[src/core/gsr_consts.svh]
// Constants for the gauge status readback block.
// Assumes inclusion by bare name from the core design files.
`ifndef GSR_CONSTS_SVH
`define GSR_CONSTS_SVH

`define GSR_WORD_BITS     16
`define GSR_OP_HI         15
`define GSR_OP_LO         12
`define GSR_OCC_OPCODE    4'h9
`define GSR_SEL_B11       11
`define GSR_SEL_B10       10
`define GSR_SEL_B9        9
`define GSR_SEL_B8        8
`define GSR_ACC_FLAG_BIT  15
`define GSR_ACC_SIGN_BIT  14
`define GSR_ACC_RESET     15'h0000
`define GSR_TX_RESET      16'h0000
`define GSR_RX_RESET      16'h0000
`define GSR_CNT_RESET     4'h0

`endif

[src/core/gsr_pkg.sv]
// Types shared by the gauge status readback block.
// Assumes gsr_consts.svh supplies the numeric constants.
package gsr_pkg;
   typedef logic [2:0] gsr_rs_t;
   typedef logic [7:0] gsr_vidx_t;
   typedef enum logic [2:0] {
      SEL_DEVICE = 3'h0,
      SEL_ACCUM  = 3'h1,
      SEL_POS0   = 3'h2,
      SEL_POS1   = 3'h3,
      SEL_VEL    = 3'h4
   } gsr_sel_e;
   typedef enum logic [1:0] {
      LINK_IDLE  = 2'b00,
      LINK_SHIFT = 2'b01,
      LINK_CHECK = 2'b11
   } gsr_link_e;
endpackage : gsr_pkg

[src/core/gsr_readback.sv]
// Status word selection, capture and serial shift-out for a dual gauge driver.
// Assumes motion logic on i_sys_clk supplies live gauge state; serial pins are
// asynchronous and slow enough that each level lasts at least six clocks.
`timescale 1ns/1ps
`include "gsr_consts.svh"

// Function
// - Command bits 11:10 = 10 select the accumulator word.
// - Command bits 11:8 = 1100 select the gauge 0 position word.
// - Command bits 11:8 = 1101 select the gauge 1 position word.
// - Command bits 11:9 = 111 select the combined velocity word.
// - Accumulator bit 15 shows return-to-zero active until message after zero or off.
// - Accumulator bits 14:0 carry the non-driven coil integrator value.
// - Integrator field clears at power-on and reset pin release.
// - Integrator field holds its last value after return-to-zero ends.
// - Integrator value is two's complement with bit 14 as sign.
// - Position word bit 15 shows gauge enabled.
// - Position word bit 14 shows direction relative to position zero.
// - Position word bit 13 shows heading toward or away from target.
// - Position word bit 12 is set when not at commanded position.
// - Position word bits 11:0 hold pointer position at chip select fall.
// - Gauge 1 position word uses the gauge 0 layout.
// - Velocity word bits 15:8 hold gauge 1 velocity index.
// - Velocity word bits 7:0 hold gauge 0 velocity index.
// - Stopped on truncated ramp reports the untruncated index.
// - Status words are read-only; serial data never alters them.
// - Chip select fall loads the selected word, shifted out MSB first.
// - Only non-zero, multiple-of-16 bit messages are accepted.
module gsr_readback
   import gsr_pkg::*;
(
   input  wire logic          i_sys_clk,
   input  wire logic          i_resetn,
   input  wire logic          i_cs_n,
   input  wire logic          i_sclk,
   input  wire logic          i_mosi,
   output logic               o_miso,
   output logic               o_miso_oe,
   output logic [15:0]        o_rx_word,
   output logic               o_rx_valid,
   output logic               o_return_to_zero,
   input  wire logic [15:0]   i_device_status,
   input  wire logic          i_rtz_start,
   input  wire logic          i_rtz_stop,
   input  wire logic          i_zero_detected,
   input  wire logic          i_integrator_valid,
   input  wire logic [14:0]   i_zero_detect_integrator,
   input  wire logic          i_gauge0_enabled_flag,
   input  wire logic          i_gauge0_direction,
   input  wire logic          i_gauge0_heading_vs_target,
   input  wire logic          i_gauge0_not_at_target,
   input  wire logic [11:0]   i_gauge0_pointer_position,
   input  gsr_pkg::gsr_vidx_t i_gauge0_velocity_index,
   input  gsr_pkg::gsr_rs_t   i_gauge0_truncation,
   input  wire logic          i_gauge1_enabled_flag,
   input  wire logic          i_gauge1_direction,
   input  wire logic          i_gauge1_heading_vs_target,
   input  wire logic          i_gauge1_not_at_target,
   input  wire logic [11:0]   i_gauge1_pointer_position,
   input  gsr_pkg::gsr_vidx_t i_gauge1_velocity_index,
   input  gsr_pkg::gsr_rs_t   i_gauge1_truncation
);
   logic        cs_lvl;
   logic        sclk_lvl;
   logic        mosi_lvl;
   logic        cs_prev_q;
   logic        sclk_prev_q;
   logic        cs_fall;
   logic        cs_rise;
   logic        sclk_rise;
   logic        sclk_fall;
   gsr_link_e   link_q;
   gsr_sel_e    sel_q;
   logic [15:0] rx_sr_q;
   logic [15:0] tx_sr_q;
   logic [3:0]  cnt_q;
   logic        any_q;
   logic        msg_ok;
   logic        occ_hit;
   logic        rtz_q;
   logic        zero_seen_q;
   logic [14:0] acc_q;
   gsr_vidx_t   vel0;
   gsr_vidx_t   vel1;
   logic [15:0] word_d;

   gsr_pin_sync #(.RESET_VAL(1'b1)) u_sync_cs (
      .i_sys_clk (i_sys_clk),
      .i_resetn  (i_resetn),
      .i_pin     (i_cs_n),
      .o_level   (cs_lvl)
   );
   gsr_pin_sync #(.RESET_VAL(1'b0)) u_sync_sclk (
      .i_sys_clk (i_sys_clk),
      .i_resetn  (i_resetn),
      .i_pin     (i_sclk),
      .o_level   (sclk_lvl)
   );
   gsr_pin_sync #(.RESET_VAL(1'b0)) u_sync_mosi (
      .i_sys_clk (i_sys_clk),
      .i_resetn  (i_resetn),
      .i_pin     (i_mosi),
      .o_level   (mosi_lvl)
   );

   gsr_vel_report u_vel0 (
      .i_raw_index  (i_gauge0_velocity_index),
      .i_truncation (i_gauge0_truncation),
      .i_stopped    (!i_gauge0_not_at_target),
      .o_index      (vel0)
   );
   gsr_vel_report u_vel1 (
      .i_raw_index  (i_gauge1_velocity_index),
      .i_truncation (i_gauge1_truncation),
      .i_stopped    (!i_gauge1_not_at_target),
      .o_index      (vel1)
   );

   always_ff @(posedge i_sys_clk or negedge i_resetn) begin
      if (!i_resetn) begin
         cs_prev_q   <= 1'b1;
         sclk_prev_q <= 1'b0;
      end else begin
         cs_prev_q   <= cs_lvl;
         sclk_prev_q <= sclk_lvl;
      end
   end

   assign cs_fall   = cs_prev_q && !cs_lvl;
   assign cs_rise   = !cs_prev_q && cs_lvl;
   assign sclk_rise = !sclk_prev_q && sclk_lvl && (link_q == LINK_SHIFT);
   assign sclk_fall = sclk_prev_q && !sclk_lvl && (link_q == LINK_SHIFT);
   assign msg_ok    = any_q && (cnt_q == `GSR_CNT_RESET);
   assign occ_hit   = rx_sr_q[`GSR_OP_HI:`GSR_OP_LO] == `GSR_OCC_OPCODE;

   // Frame sequencing
   always_ff @(posedge i_sys_clk or negedge i_resetn) begin
      if (!i_resetn) begin
         link_q <= LINK_IDLE;
      end else begin
         case (link_q)
            LINK_IDLE:  if (cs_fall) link_q <= LINK_SHIFT;
            LINK_SHIFT: if (cs_rise) link_q <= LINK_CHECK;
            LINK_CHECK: link_q <= LINK_IDLE;
            default:    link_q <= LINK_IDLE;
         endcase
      end
   end

   // Receive shift and bit count; count wraps every 16 bits
   always_ff @(posedge i_sys_clk or negedge i_resetn) begin
      if (!i_resetn) begin
         rx_sr_q <= `GSR_RX_RESET;
         cnt_q   <= `GSR_CNT_RESET;
         any_q   <= 1'b0;
      end else if (cs_fall) begin
         cnt_q <= `GSR_CNT_RESET;
         any_q <= 1'b0;
      end else if (sclk_rise) begin
         rx_sr_q <= {rx_sr_q[14:0], mosi_lvl};
         cnt_q   <= cnt_q + 4'h1;
         any_q   <= 1'b1;
      end
   end

   // Accepted word goes out for the rest of the device to latch
   always_ff @(posedge i_sys_clk or negedge i_resetn) begin
      if (!i_resetn) begin
         o_rx_word  <= `GSR_RX_RESET;
         o_rx_valid <= 1'b0;
      end else begin
         o_rx_valid <= (link_q == LINK_CHECK) && msg_ok;
         if ((link_q == LINK_CHECK) && msg_ok) begin
            o_rx_word <= rx_sr_q;
         end
      end
   end

   // Output selection from the last valid configuration command
   always_ff @(posedge i_sys_clk or negedge i_resetn) begin
      if (!i_resetn) begin
         sel_q <= SEL_DEVICE;
      end else if ((link_q == LINK_CHECK) && msg_ok && occ_hit) begin
         if (!rx_sr_q[`GSR_SEL_B11]) begin
            sel_q <= SEL_DEVICE;
         end else if (!rx_sr_q[`GSR_SEL_B10]) begin
            sel_q <= SEL_ACCUM;
         end else if (rx_sr_q[`GSR_SEL_B9]) begin
            sel_q <= SEL_VEL;
         end else if (rx_sr_q[`GSR_SEL_B8]) begin
            sel_q <= SEL_POS1;
         end else begin
            sel_q <= SEL_POS0;
         end
      end
   end

   // Return-to-zero flag; a start in the clearing cycle wins
   always_ff @(posedge i_sys_clk or negedge i_resetn) begin
      if (!i_resetn) begin
         rtz_q       <= 1'b0;
         zero_seen_q <= 1'b0;
      end else begin
         if (i_rtz_stop || ((link_q == LINK_CHECK) && msg_ok && zero_seen_q)) begin
            rtz_q       <= 1'b0;
            zero_seen_q <= 1'b0;
         end
         if (rtz_q && i_zero_detected) begin
            zero_seen_q <= 1'b1;
         end
         if (i_rtz_start) begin
            rtz_q       <= 1'b1;
            zero_seen_q <= 1'b0;
         end
      end
   end

   // Integrator snapshot, held once the run stops; no serial write path
   always_ff @(posedge i_sys_clk or negedge i_resetn) begin
      if (!i_resetn) begin
         acc_q <= `GSR_ACC_RESET;
      end else if (rtz_q && i_integrator_valid) begin
         acc_q <= i_zero_detect_integrator;
      end
   end

   always_ff @(posedge i_sys_clk or negedge i_resetn) begin
      if (!i_resetn) begin
         o_return_to_zero <= 1'b0;
      end else begin
         o_return_to_zero <= rtz_q;
      end
   end

   // Live word; sampled only at chip select fall
   always_comb begin
      case (sel_q)
         SEL_ACCUM: word_d = {rtz_q, acc_q};
         SEL_POS0:  word_d = {i_gauge0_enabled_flag, i_gauge0_direction,
                             i_gauge0_heading_vs_target, i_gauge0_not_at_target,
                             i_gauge0_pointer_position};
         SEL_POS1:  word_d = {i_gauge1_enabled_flag, i_gauge1_direction,
                             i_gauge1_heading_vs_target, i_gauge1_not_at_target,
                             i_gauge1_pointer_position};
         SEL_VEL:   word_d = {vel1, vel0};
         default:   word_d = i_device_status;
      endcase
   end

   // Transmit: load at frame start, advance on each clock fall
   always_ff @(posedge i_sys_clk or negedge i_resetn) begin
      if (!i_resetn) begin
         tx_sr_q <= `GSR_TX_RESET;
      end else if (cs_fall) begin
         tx_sr_q <= word_d;
      end else if (sclk_fall) begin
         tx_sr_q <= {tx_sr_q[14:0], 1'b0};
      end
   end

   assign o_miso = tx_sr_q[`GSR_WORD_BITS-1];

   // Driven only inside a frame so the line is shared
   always_ff @(posedge i_sys_clk or negedge i_resetn) begin
      if (!i_resetn) begin
         o_miso_oe <= 1'b0;
      end else if (cs_fall) begin
         o_miso_oe <= 1'b1;
      end else if (cs_rise) begin
         o_miso_oe <= 1'b0;
      end
   end
endmodule : gsr_readback

[src/core/gsr_pin_sync.sv]
// Three-stage pin synchroniser with agreement filter.
// Assumes an asynchronous pin; output changes once stages two and three agree.
`timescale 1ns/1ps
module gsr_pin_sync #(
   parameter logic RESET_VAL = 1'b1
) (
   input  wire logic i_sys_clk,
   input  wire logic i_resetn,
   input  wire logic i_pin,
   output logic      o_level
);
   logic s1_q;
   logic s2_q;
   logic s3_q;

   always_ff @(posedge i_sys_clk or negedge i_resetn) begin
      if (!i_resetn) begin
         s1_q <= RESET_VAL;
         s2_q <= RESET_VAL;
         s3_q <= RESET_VAL;
      end else begin
         s1_q <= i_pin;
         s2_q <= s1_q;
         s3_q <= s2_q;
      end
   end

   // Filter reads only stages two and three
   always_ff @(posedge i_sys_clk or negedge i_resetn) begin
      if (!i_resetn) begin
         o_level <= RESET_VAL;
      end else if (s2_q == s3_q) begin
         o_level <= s3_q;
      end
   end
endmodule : gsr_pin_sync

[src/core/gsr_vel_report.sv]
// Velocity index as reported: untruncated index once the pointer rests.
// Assumes the ramp logic gives its truncated index and truncation setting.
`timescale 1ns/1ps
module gsr_vel_report
   import gsr_pkg::*;
(
   input  gsr_pkg::gsr_vidx_t i_raw_index,
   input  gsr_pkg::gsr_rs_t   i_truncation,
   input  wire logic          i_stopped,
   output gsr_pkg::gsr_vidx_t o_index
);
   // Stopped on a truncated ramp reads one past the setting
   always_comb begin
      if (i_stopped && (i_truncation != 3'h0)) begin
         o_index = {5'h00, i_truncation} + 8'h01;
      end else begin
         o_index = i_raw_index;
      end
   end
endmodule : gsr_vel_report

[config.mk]
export PLATFORM = sky130hd
export DESIGN_NAME = gsr_readback
export DESIGN_NICKNAME = d
export VERILOG_FILES = /design/src/core/gsr_pkg.sv /design/src/core/gsr_readback.sv /design/src/core/gsr_pin_sync.sv /design/src/core/gsr_vel_report.sv
export VERILOG_INCLUDE_DIRS = /design/src /design/src/core
export SDC_FILE = /design/constraint.sdc
export NUM_CORES = 1
export LEC_CHECK = 0
export ABC_AREA = 1
export BUFFER_PORTS_ARGS = -buffer_cell sky130_fd_sc_hd__buf_4
export CAP_MARGIN = 20
export CELL_PAD_IN_SITES_DETAIL_PLACEMENT = 1
export CELL_PAD_IN_SITES_GLOBAL_PLACEMENT = 1
export CORE_ASPECT_RATIO = 0.8
export CORE_MARGIN = 3
export CORE_UTILIZATION = 39
export DETAILED_ROUTE_END_ITERATION = 10
export PLACE_DENSITY = 0.83
export SYNTH_ARGS = -nofsm -noshare
export SYNTH_HDL_FRONTEND = slang
export SYNTH_SLANG_ARGS = --single-unit
[constraint.sdc]
create_clock -name i_sys_clk -period 2.1 [get_ports i_sys_clk]
set_input_delay 0.21 -clock i_sys_clk [delete_from_list [all_inputs] [get_ports i_sys_clk]]
set_output_delay 0.21 -clock i_sys_clk [all_outputs]
set_load 0.01 [all_outputs]
Yosys cells after proc, flatten, opt, wreduce, memory -nomap -nowiden
Index checks and enable logic that the tools add are counted.

cells by class
  add/subtract/negate cells = 3
  eq/ne operators = 12
  muxes and demuxes = 22
  bitwise operators = 1
  reductions and logical operators = 32

operators by type and width
  kind                                                             count
  16-bit one-hot mux with 4 select lines                           1
  16-bit 2-to-1 mux                                                2
  8-bit 2-to-1 mux                                                 2
  1-bit logical AND                                                14
  1-bit 2-to-1 mux                                                 9
  3-bit 2-to-1 mux                                                 3
  3-bit nonzero test                                               3
  3-bit by 1-bit adder with 4-bit output, second input constant    2
  4-bit 2-to-1 mux                                                 2
  2-bit nonzero test                                               4
  3-bit by 2-bit == test with 1-bit output, second input constant  2
  1-bit zero test                                                  6
  4-bit by 1-bit adder with 4-bit output, second input constant    1
  4-bit == test, second input constant                             1
  4-bit zero test                                                  1
  2-bit 2-to-1 mux                                                 2
  2-bit != test, second input constant                             2
  2-bit one-hot mux with 2 select lines                            1
  2-bit AND reduction                                              2
  1-bit == test                                                    3
  3-bit by 1-bit == test with 1-bit output, second input constant  1
  3-bit == test, second input constant                             1
  2-bit by 1-bit == test with 1-bit output, second input constant  1
  2-bit == test, second input constant                             1
  other kinds (3)                                                  3

storage, ports and cells
  flip-flop bits (word level) = 92
  output and inout bits = 20
  logic and storage cells = 97

Logic depth before layout (Yosys ltp)
Gate-level depths: netlist of run 1.

  depth in word-level cells = 8
  gate-level depth with buffers = 10
  depth with buffers taken out = 10

Modules after synthesis
A second synthesis of run 1 with hierarchy kept.

second synthesis, totals
  cell total of the unflattened synthesis = 574
  area, all modules = 4,584.4 um^2

modules (own cells, without submodules)
  module                           times used  cells each  area each (um^2)
  gsr_readback                     1           484         3,907.5
  gsr_vel_report                   2           33          161.4
  gsr_pin_sync at u_sync_mosi ...  2           8           116.4
  gsr_pin_sync at u_sync_cs        1           8           121.4

Worst setup path after synthesis of run 1
OpenSTA, ideal clock, no wires.

  path kind = register to register
  start point = register u_sync_cs.o_level
  end point = register rx_sr_q[12]
  data arrival time = 1.377 ns
  required time = 1.974 ns
  setup slack = 0.597 ns
  stages on the path, launching flop included = 9
  period minus slack after synthesis = 1.503 ns
  path through = dfstp_2 -> inv_1 -> ha_1 -> buf_2 -> inv_1 -> nand2_2 -> buf_2 -> nand2_1 -> o21ai_0

on the way
  cells in the longest elaborated chain, start to end = 4

RTL lines
  item                                  RTL line             source
  from (decl)                           gsr_pin_sync.sv:10   output logic o_level
  from (signal assigned)                gsr_pin_sync.sv:33   o_level <= s3_q;
  1-bit zero test                       gsr_readback.sv:129  assign cs_fall = cs_prev_q && !cs_lvl;
  1-bit logical AND                     gsr_readback.sv:129
  named net cs_fall                     gsr_readback.sv:68   logic cs_fall;
  1-bit inverter (no source line)       --
  2-bit AND reduction (no source line)  --
  to (signal assigned)                  gsr_readback.sv:153  rx_sr_q <= `GSR_RX_RESET;
  to (signal assigned)                  gsr_readback.sv:160  rx_sr_q <= {rx_sr_q[14:0], mosi_lvl};
  to (decl)                             gsr_readback.sv:74   logic [15:0] rx_sr_q;

The timed path passes the listed nets, and every way through them passes these cells.
A chain may end at the register's enable or synchronous reset.

Worst setup path in the final report of run 1
  start point = register u_sync_cs.o_level
  end point = register rx_sr_q[2]

Same word-level chain as after synthesis.

==> results.json, run 1 <==
{
  "dr.pass1.iters": 6,
  "gr-usage-all-layers_pct": 20.3,
  "num_vias": 4134,
  "clkLatencyLatePin_ps": 340,
  "dieWidth_um": 129,
  "io_buffers": 113,
  "ff_latch_area_sq_mm": 0.00231,
  "met3_usage_pct": 3.90,
  "antenna_found_initial": 0,
  "netlist_area_sq_mm": 0.00471,
  "drt_iter0_drc": 162,
  "finalHoldViolCount": 0,
  "gr-total-overflow": 0,
  "via_per_inst": 5.01,
  "cts_tree": "yes",
  "cpPeakStageDelay_ps": 560,
  "hpwl_um": 10400,
  "synth.most_common_cell": "nand2_1",
  "synth_edf_count": 0,
  "grt_pass1_vias": 4396,
  "swShare_pct": 30.9,
  "critical_path.max_fanout": 32,
  "endpoint_kind": "register",
  "clk_pin_slew_ps": 70,
  "fin_crit_sh_pct": 86.7,
  "relSlewSlack_pct": 66.5,
  "dieHeight_um": 104,
  "met2_usage_pct": 34.2,
  "r2r_setup_slack_ps": 280,
  "ys_seq_area_share_pct": 49.0,
  "syn_nets": 661,
  "ys_seq_elements": 92,
  "io_pins": 114,
  "cp.depth": 6,
  "cp_common_cell": "inv_1",
  "synthFlopType": "dfrtp_1",
  "startpoint_type": "register",
  "h-tree-depth": 3,
  "drive_gt1_share_pct": 26.9,
  "ys_warn_count": 0,
  "cp-endpoint": "rx_sr_q[2]",
  "worst_r2r_startpoint": "u_sync_cs.o_level",
  "wl_per_cell_um": 16.4,
  "dieArea_sq_mm": 0.0134,
  "ir_worst_vdd_uv": 622,
  "finalMaxSlewViolations": 0,
  "yosysTopAreaCellShare_pct": 46.3,
  "crit_chain": "inv_1, ha_1, inv_1, nand2_2, nand2_1, o21ai_0",
  "p_leak_nw": 2.95,
  "rsz0062_at_grt": "false",
  "fillerInstances": 1439,
  "cpMaxStageDelayCell": "dfstp_2",
  "synth_area_per_cell_sq_um": 8.42,
  "p_per_area_mw_per_mm2": 821,
  "drc": 0,
  "r2r_end": "rx_sr_q[2]",
  "critPathRequiredTime_ps": 2290,
  "crit_buf_inv": 2,
  "crit_family": "flip-flops",
  "clock_path_buffers": 2,
  "period_needed_ps": 1820,
  "start_util_pct": 40.4,
  "rows": 35,
  "yosysUniqueCellTypes": 39,
  "synth_area_leaders": "dfrtp_1 (46%), nand2_1 (9.0%), inv_1 (6.7%), nor2_1 (4.0%), o21ai_0 (3.7%)",
  "syn-instance-count": 559,
  "place_congestion": 0.893,
  "r2r_cells": 6,
  "status": "finished clean",
  "fmax_mhz": 549,
  "finalClockSkew_ps": 6.40,
  "critPathLaunch": "u_sync_cs.o_level",
  "grt_pass1_wl_um": 21500,
  "pwr-share-seq_pct": 46.4,
  "routed_wl_um": 13500,
  "switching_power_mw": 1.51,
  "grt_max_degree": 54,
  "worst_slew_pin_slew_ps": 500,
  "netlist_top_cells_count": "nand2_1 (113), dfrtp_1 (87), inv_1 (84)",
  "p_clk_share_pct": 31.5,
  "drv_cap": 0,
  "numCtsBuffers": 9,
  "use_met1_pct": 25.4,
  "post_cts_buffers": 0,
  "ant_nets": 0,
  "p_int_mw": 3.38,
  "syn2layout_area_growth_pct": 26.6,
  "crit_arrival_ps": 2020,
  "combinationalPowerShare_pct": 22.0,
  "core_area_sq_mm": 0.0116,
  "multiInputGateArea_sq_mm": 0.00188,
  "fin_tns_setup_ps": 0,
  "async_flop_share_pct": 100,
  "cts_root_buf": "clkbuf_16",
  "fin_nets": 774,
  "cts_sinks": 92,
  "holdWs_ps": 41.2,
  "hp-class": "input pin to register",
  "grt.busiest_layer": "met2",
  "critPathKind": "register to register",
  "diodes": 0,
  "final-setup-viol-count": 0,
  "yosysTopAreaCell": "dfrtp_1"
}
## cells in the final DEF (no fill, tap or decap), types with 2 or more instances in the layout
cell / n
nand3_1: 32
nand4_1: 12
o211ai_1: 5
clkinv_4: 2
dfrtp_1: 87
dfstp_2: 5
dlygate4sd3_1: 4
maj3_1: 3
mux2_2: 5
xnor2_1: 2
buf_4: 118
nand3_2: 3
clkbuf_16: 9
or2_1: 6
nor2_2: 2
o21ai_2: 10
nor2_1: 50
inv_1: 84
inv_2: 4
inv_6: 2
clkinv_2: 3
nand2_2: 3
nand3_4: 4
o21ai_1: 16
ha_1: 8
a21oi_1: 32
clkinvlp_4: 2
nor3_1: 3
a21oi_2: 2
nand2_1: 113
o21ai_0: 35
## timing repair
item                                    4_1_cts  5_1_grt
hold buffers                                  4        0
endpoints found under the setup margin        0        0
hold endpoints to repair                     21        0
gates resized for setup                       0        0
## state kept, by name (all words and copies together) (netlist names), 2 cells and up
name,flops
acc_q,15
o_rx_word,16
sel_q,3
rx_sr_q,16
cnt_q,4
tx_sr_q,16
link_q,2
## per-layer routing
metal  part of all wire, %  vias to the layer above
met4                   3.5                        0
met5                     0                        -
met3                   4.8                       32
met1                    43                     1982
met2                    48                      124
li1                      -                     1996
## per-stage QoR
| step | setup slack, ps | instances | total power [mW] | utilization, % | cell area [sq um] |
|---|---|---|---|---|---|
| 3_3_place_gp | 458 | 805 | 3.29 | 48.4 | 5630 |
| 4_1_cts | 249 | 825 | 4.96 | 51.1 | 5960 |
| 2_1_floorplan | 597 | 559 | 2.90 | - | 4710 |
| 3_5_place_dp | 304 | 805 | 3.38 | 48.4 | 5630 |
| 5_1_grt | 124 | 825 | 5.20 | 51.1 | 5960 |
| 6_report | 279 | 825 | 4.89 | 51.1 | 5960 |
## power groups by stage
| stage | clock, mW | combinational (mW) | sequential, mW |
|---|---|---|---|
| floorplan | 0 | 0.631 | 2.27 |
| global placement | 0 | 1.01 | 2.28 |
| detailed placement | 0 | 1.08 | 2.30 |
| CTS | 1.59 | 1.10 | 2.27 |
| global route | 1.66 | 1.24 | 2.31 |
| finish | 1.54 | 1.08 | 2.27 |
## worst min-delay path by stage
stage / start / endpoint / slack (ps) / cells past startpoint
3_3_place_gp: i_resetn / tx_sr_q[12] / 110 / 1
2_1_floorplan: i_resetn / acc_q[0] / -90 / 0
6_report: i_rtz_start / zero_seen_q / 40 / 2
5_1_grt: i_rtz_start / zero_seen_q / 40 / 2
4_1_cts: i_rtz_start / zero_seen_q / 30 / 2
3_5_place_dp: i_resetn / tx_sr_q[12] / 120 / 1
## layout make-up
class                   count  share of cell area (%)
clock buffers               9                    3.78
multi-input cells         354                    31.5
well taps                 148                    3.11
repair buffers            123                    15.9
flip-flops and latches     92                    38.8
inverters                  92                    5.97
clock inverters             7                   0.966
## cell families (layout without fill, tap and decap cells)
| kind of cell | after synthesis | after routing | synth area share (%) |
|---|---|---|---|
| fa+ha+maj | 11 | 11 | 2.76 |
| simple gates | 233 | 233 | 23.1 |
| flops | 92 | 92 | 49.0 |
| xor+xnor | 2 | 2 | 0.372 |
| buf+inv | 113 | 231 | 11.0 |
| mux | 5 | 5 | 1.20 |
| compound gates | 103 | 103 | 12.5 |
## worst register-to-register path, delay by kind of cell, from the launching register on
kind / cells / cell delay [ps]
adders and majority gates: 1 / 200
AOI/OAI and AO/OA: 1 / 130
DFF: 1 / 560
buffers and inverters: 2 / 250
and+or+nand+nor: 2 / 530
(Power assumes the default switching activity.)
==> run 2, diff against run 1 <==
Settings changed: RECOVER_POWER set to 25.
==> run 2 against run 1 <==
Sequential power about the same. Highest routed layer unchanged. Global-route usage unchanged. Cell count unchanged. Count of clock-buffer cells in the layout unchanged. Critical path depth unchanged. Sequential share of layout area increased by 0.082 points. Largest power group unchanged. Die area unchanged. Critical endpoint unchanged.
==> results.json, run 2 (synthesis gave the netlist of run 1 again) <==
{
  "dr.pass1.iters": 6,
  "crit_buf_inv": 2,
  "place_congestion": 0.893,
  "r2r_cells": 6,
  "r2r_end": "rx_sr_q[2]",
  "gr-usage-all-layers_pct": 20.3,
  "grt_pass1_vias": 4396,
  "stdcell_area_sq_mm": 0.00594,
  "gr-total-overflow": 0,
  "critPathKind": "register to register",
  "endpoint_kind": "register",
  "drive_gt1_share_pct": 26.4,
  "fin_tns_setup_ps": 0,
  "clkLatencyLatePin_ps": 340,
  "finalClockSkew_ps": 6.46,
  "dpl_cell_area_sq_mm": 0.00563,
  "switching_power_mw": 1.51,
  "cp_common_cell": "inv_1",
  "finalMaxSlewViolations": 0,
  "worst_slew_pin_slew_ps": 1140,
  "critical_path.max_fanout": 32,
  "cts_sinks": 92,
  "holdPathStages": 2,
  "cpMaxStageDelayCell": "dfstp_1",
  "start_util_pct": 40.4,
  "multiInputGateArea_sq_mm": 0.00188,
  "crit_family": "flip-flops",
  "pwr-share-seq_pct": 46.4,
  "worst_r2r_startpoint": "u_sync_cs.o_level",
  "dieWidth_um": 129,
  "io_pins": 114,
  "drc": 0,
  "io_buffers": 113,
  "fin_nets": 774,
  "hp-class": "input pin to register",
  "ant_nets": 0,
  "combinationalPowerShare_pct": 22.0,
  "ir_worst_vdd_uv": 622,
  "grt_pass1_wl_um": 21500,
  "status": "finished clean",
  "numCtsBuffers": 9,
  "p_per_area_mw_per_mm2": 822,
  "crit_chain": "inv_1, ha_1, inv_1, nand2_2, nand2_1, o21ai_0",
  "startpoint_type": "register",
  "critPathRequiredTime_ps": 2290,
  "fmax_mhz": 539,
  "p_clk_share_pct": 31.6,
  "num_vias": 4130,
  "ff_latch_area_sq_mm": 0.00231,
  "r2r_setup_slack_ps": 250,
  "core_area_sq_mm": 0.0116,
  "final_cell_mix": "buf_4 (114), nand2_1 (113), dfrtp_1 (87)",
  "cp-endpoint": "rx_sr_q[2]",
  "p_int_mw": 3.37,
  "hpwl_um": 10400,
  "total_power_mw": 4.88,
  "dieHeight_um": 104,
  "h-tree-depth": 3,
  "fillerInstances": 1441,
  "wl_per_cell_um": 16.4,
  "crit_arrival_ps": 2050,
  "rsz0062_at_grt": "false",
  "cpPeakStageDelay_ps": 580,
  "swShare_pct": 30.9,
  "clock_path_buffers": 2,
  "final-setup-viol-count": 0,
  "fin_crit_sh_pct": 88.3,
  "grt_max_degree": 54,
  "cts_tree": "yes",
  "syn2layout_area_growth_pct": 26.3,
  "routed_wl_um": 13500,
  "post-place-ws_ps": 304,
  "cts_root_buf": "clkbuf_16",
  "p_leak_nw": 2.94,
  "rows": 35,
  "antenna_found_initial": 0,
  "drt_iter0_drc": 162,
  "fin_ws_ps": 245,
  "final_common_cell": "buf_4",
  "cp.depth": 6,
  "critPathLaunch": "u_sync_cs.o_level",
  "period_needed_ps": 1850,
  "via_per_inst": 5.01,
  "diodes": 0,
  "finalHoldViolCount": 0,
  "dieArea_sq_mm": 0.0134,
  "largestRegisters": "o_rx_word x16, rx_sr_q x16, tx_sr_q x16",
  "drv_cap": 0,
  "relSlewSlack_pct": 23.7,
  "clk_pin_slew_ps": 70
}
-- run 2: cell count changes in the layout (fill, tap and decap cells not counted) --
cell,change
dfstp_2,-2
buf_12,-1
clkbuf_1,+1
buf_4,-4
buf_6,+1
clkbuf_4,+3
dfstp_1,+2
-- run 2: repair_timing --
action | CTS | global route
hold buffers | 4 | 0
endpoints found under the setup margin | 0 | 0
resized for setup | 0 | 0
hold endpoints to repair | 21 | 0
buffers inserted | 0 | 0
-- run 2: how the worst min path moves through the flow --
stage / start / endpoint / slack, ps
4_1_cts: i_rtz_start / zero_seen_q / 30
3_5_place_dp: i_resetn / tx_sr_q[12] / 120
3_3_place_gp: i_resetn / tx_sr_q[12] / 110
5_1_grt: i_rtz_start / zero_seen_q / 40
2_1_floorplan: i_resetn / acc_q[0] / -90
6_report: i_rtz_start / zero_seen_q / 40
-- run 2: per-stage QoR --
step	std cells	hold WS, ps	util, %
after floorplan	559	-85.6	-
after global placement	805	115	48.4
after CTS	825	31.4	51.1
after detailed placement	805	120	48.4
final	825	41.2	51.0
after global routing	825	38.6	51.0
-- run 2: final cells by class --
cell class | instances | share of cell area (%)
Timing Repair Buffer | 123 | 15.7
Tap cell | 148 | 3.12
Clock inverter | 7 | 0.968
Sequential cell | 92 | 38.8
Clock buffer | 9 | 3.79
Inverter | 92 | 5.98
Multi-Input combinational cell | 354 | 31.6
-- run 2: power by group through the flow --
stage	combinational [mW]	sequential, mW	clock (mW)
floorplan	0.631	2.27	0
finish	1.07	2.27	1.54
CTS	1.10	2.27	1.59
global route	1.23	2.31	1.66
detailed placement	1.08	2.30	0
global placement	1.01	2.28	0
-- run 2: routing by layer --
metal  routed length (um)  global-route usage [%]  up-vias
met5                    0                       0        -
met4                  470                    8.40        0
li1                     -                       -     1996
met1                 5860                    25.4     1982
met3                  636                    3.90       32
met2                 6520                    34.2      120
==> run 3, diff against run 2 <==
Clock period 2.1 ns to 1.9 ns, I/O delays scaled along.
==> run 3 against run 2 <==
Wire length rose by 4.3%. Critical path depth stayed put. Register-to-register slack got worse by 90 ps. Sequential share of layout area fell by 0.50 points. Maximum frequency grew 6.5%. Utilization rose by 0.67 points. Largest cell class unchanged.
==> results.json, run 3 (synthesis gave the netlist of run 1 again) <==
{
  "cts_root_buf": "clkbuf_16",
  "post_cts_buffers": 0,
  "num_vias": 4121,
  "period_needed_ps": 1740,
  "status": "finished clean",
  "numCtsBuffers": 9,
  "grt_max_degree": 36,
  "ant_nets": 0,
  "routed_wl_um": 14100,
  "endpoint_kind": "register",
  "dieWidth_um": 129,
  "start_util_pct": 40.4,
  "syn2layout_area_growth_pct": 27.9,
  "post-place-ws_ps": 22.5,
  "dieHeight_um": 104,
  "critPathKind": "register to register",
  "core_area_sq_mm": 0.0116,
  "crit_arrival_ps": 1970,
  "place_congestion": 0.915,
  "dpl_cell_area_sq_mm": 0.00566,
  "final-setup-viol-count": 0,
  "finalClockSkew_ps": 7.03,
  "numPlacedInstances": 809,
  "final_cell_mix": "buf_4 (116), nand2_1 (113), dfrtp_1 (87)",
  "dieArea_sq_mm": 0.0134,
  "via_per_inst": 4.97,
  "utilization_pct": 51.7,
  "clkLatencyLatePin_ps": 350,
  "grt_pass1_vias": 4460,
  "dr.pass1.iters": 5,
  "p_per_area_mw_per_mm2": 930,
  "relSlewSlack_pct": 48.1,
  "startpoint_type": "register",
  "finalMaxSlewViolations": 0,
  "hp-class": "input pin to register",
  "clk_pin_slew_ps": 70,
  "drive_gt1_share_pct": 26.8,
  "total_power_mw": 5.60,
  "io_pins": 114,
  "rows": 35,
  "grt_pass1_wl_um": 22300,
  "ff_latch_area_sq_mm": 0.00231,
  "diodes": 0,
  "cts_sinks": 92,
  "rsz0062_at_grt": "false",
  "holdWs_ps": 71.2,
  "fin_ws_ps": 158,
  "drc": 0,
  "ir_worst_vdd_uv": 602,
  "fin_nets": 779,
  "final_common_cell": "buf_4",
  "hpwl_um": 10400,
  "h-tree-depth": 3,
  "critical_path.max_fanout": 28,
  "cts_tree": "yes",
  "largestRegisters": "o_rx_word x16, rx_sr_q x16, tx_sr_q x16",
  "p_leak_nw": 2.98,
  "fin_tns_setup_ps": 0,
  "fmax_mhz": 574,
  "fin_crit_sh_pct": 91.7,
  "antenna_found_initial": 0,
  "stdcell_count": 830,
  "stdcell_area_sq_mm": 0.00602,
  "fillerInstances": 1399,
  "multiInputGateArea_sq_mm": 0.00188,
  "drv_cap": 0,
  "gr-usage-all-layers_pct": 21.2,
  "io_buffers": 113,
  "gr-total-overflow": 0,
  "worst_slew_pin_slew_ps": 779,
  "critPathRequiredTime_ps": 2130,
  "drt_iter0_drc": 148,
  "wl_per_cell_um": 16.9,
  "finalHoldViolCount": 0,
  "clock_path_buffers": 2
}
[run 3: layout make-up]
| class | instances | share of cell area, % |
|---|---|---|
| multi-input cells | 354 | 31.3 |
| flip-flops and latches | 92 | 38.3 |
| clock inverters | 7 | 1.39 |
| inverters | 92 | 5.96 |
| well taps | 148 | 3.08 |
| clock buffers | 9 | 3.74 |
| repair buffers | 128 | 16.2 |
[run 3: per-layer routing]
| layer | GRT usage [%] | routed length (um) | up-vias |
|---|---|---|---|
| met4 | 6.45 | 344 | 0 |
| li1 | - | - | 2003 |
| met1 | 26.8 | 6080 | 1984 |
| met2 | 36.2 | 6960 | 110 |
| met3 | 4.52 | 682 | 24 |
| met5 | 0 | 0 | - |
[run 3: path summary, 6_finish.rpt]
path	end	start	slack, ps	cells after the start
min in group asynchronous	tx_sr_q[14]	i_resetn	460	2
worst min-delay path	acc_q[3]	i_zero_detect_integrator[3]	70	2
worst max register to register	tx_sr_q[7]	sel_q[1]	160	6
worst min register to register	u_sync_sclk.s2_q	u_sync_sclk.s1_q	360	0
worst max-delay path	tx_sr_q[7]	sel_q[1]	160	6
max in group asynchronous	o_rx_word[0]	i_resetn	630	3
[run 3: what timing repair did]
| action | 4_1_cts | 5_1_grt |
|---|---|---|
| hold buffers | 5 | 0 |
| setup endpoints to repair | 1 | 2 |
| resized for setup | 1 | 1 |
| gates cloned | 0 | 0 |
| endpoints found under the hold margin | 25 | 0 |
[run 3: where the power goes]
group	switching, mW	internal (mW)
registers	0.180	2.32
clock network	0.842	1.05
logic	0.695	0.520
[run 3: worst max-delay path, stage by stage, from the launching register on]
cell      delay (ps)
dfrtp_1          620
clkinv_2         180
nand3_4          150
nand2_4          200
or2_1            300
nand3_1          100
nand2_1           60
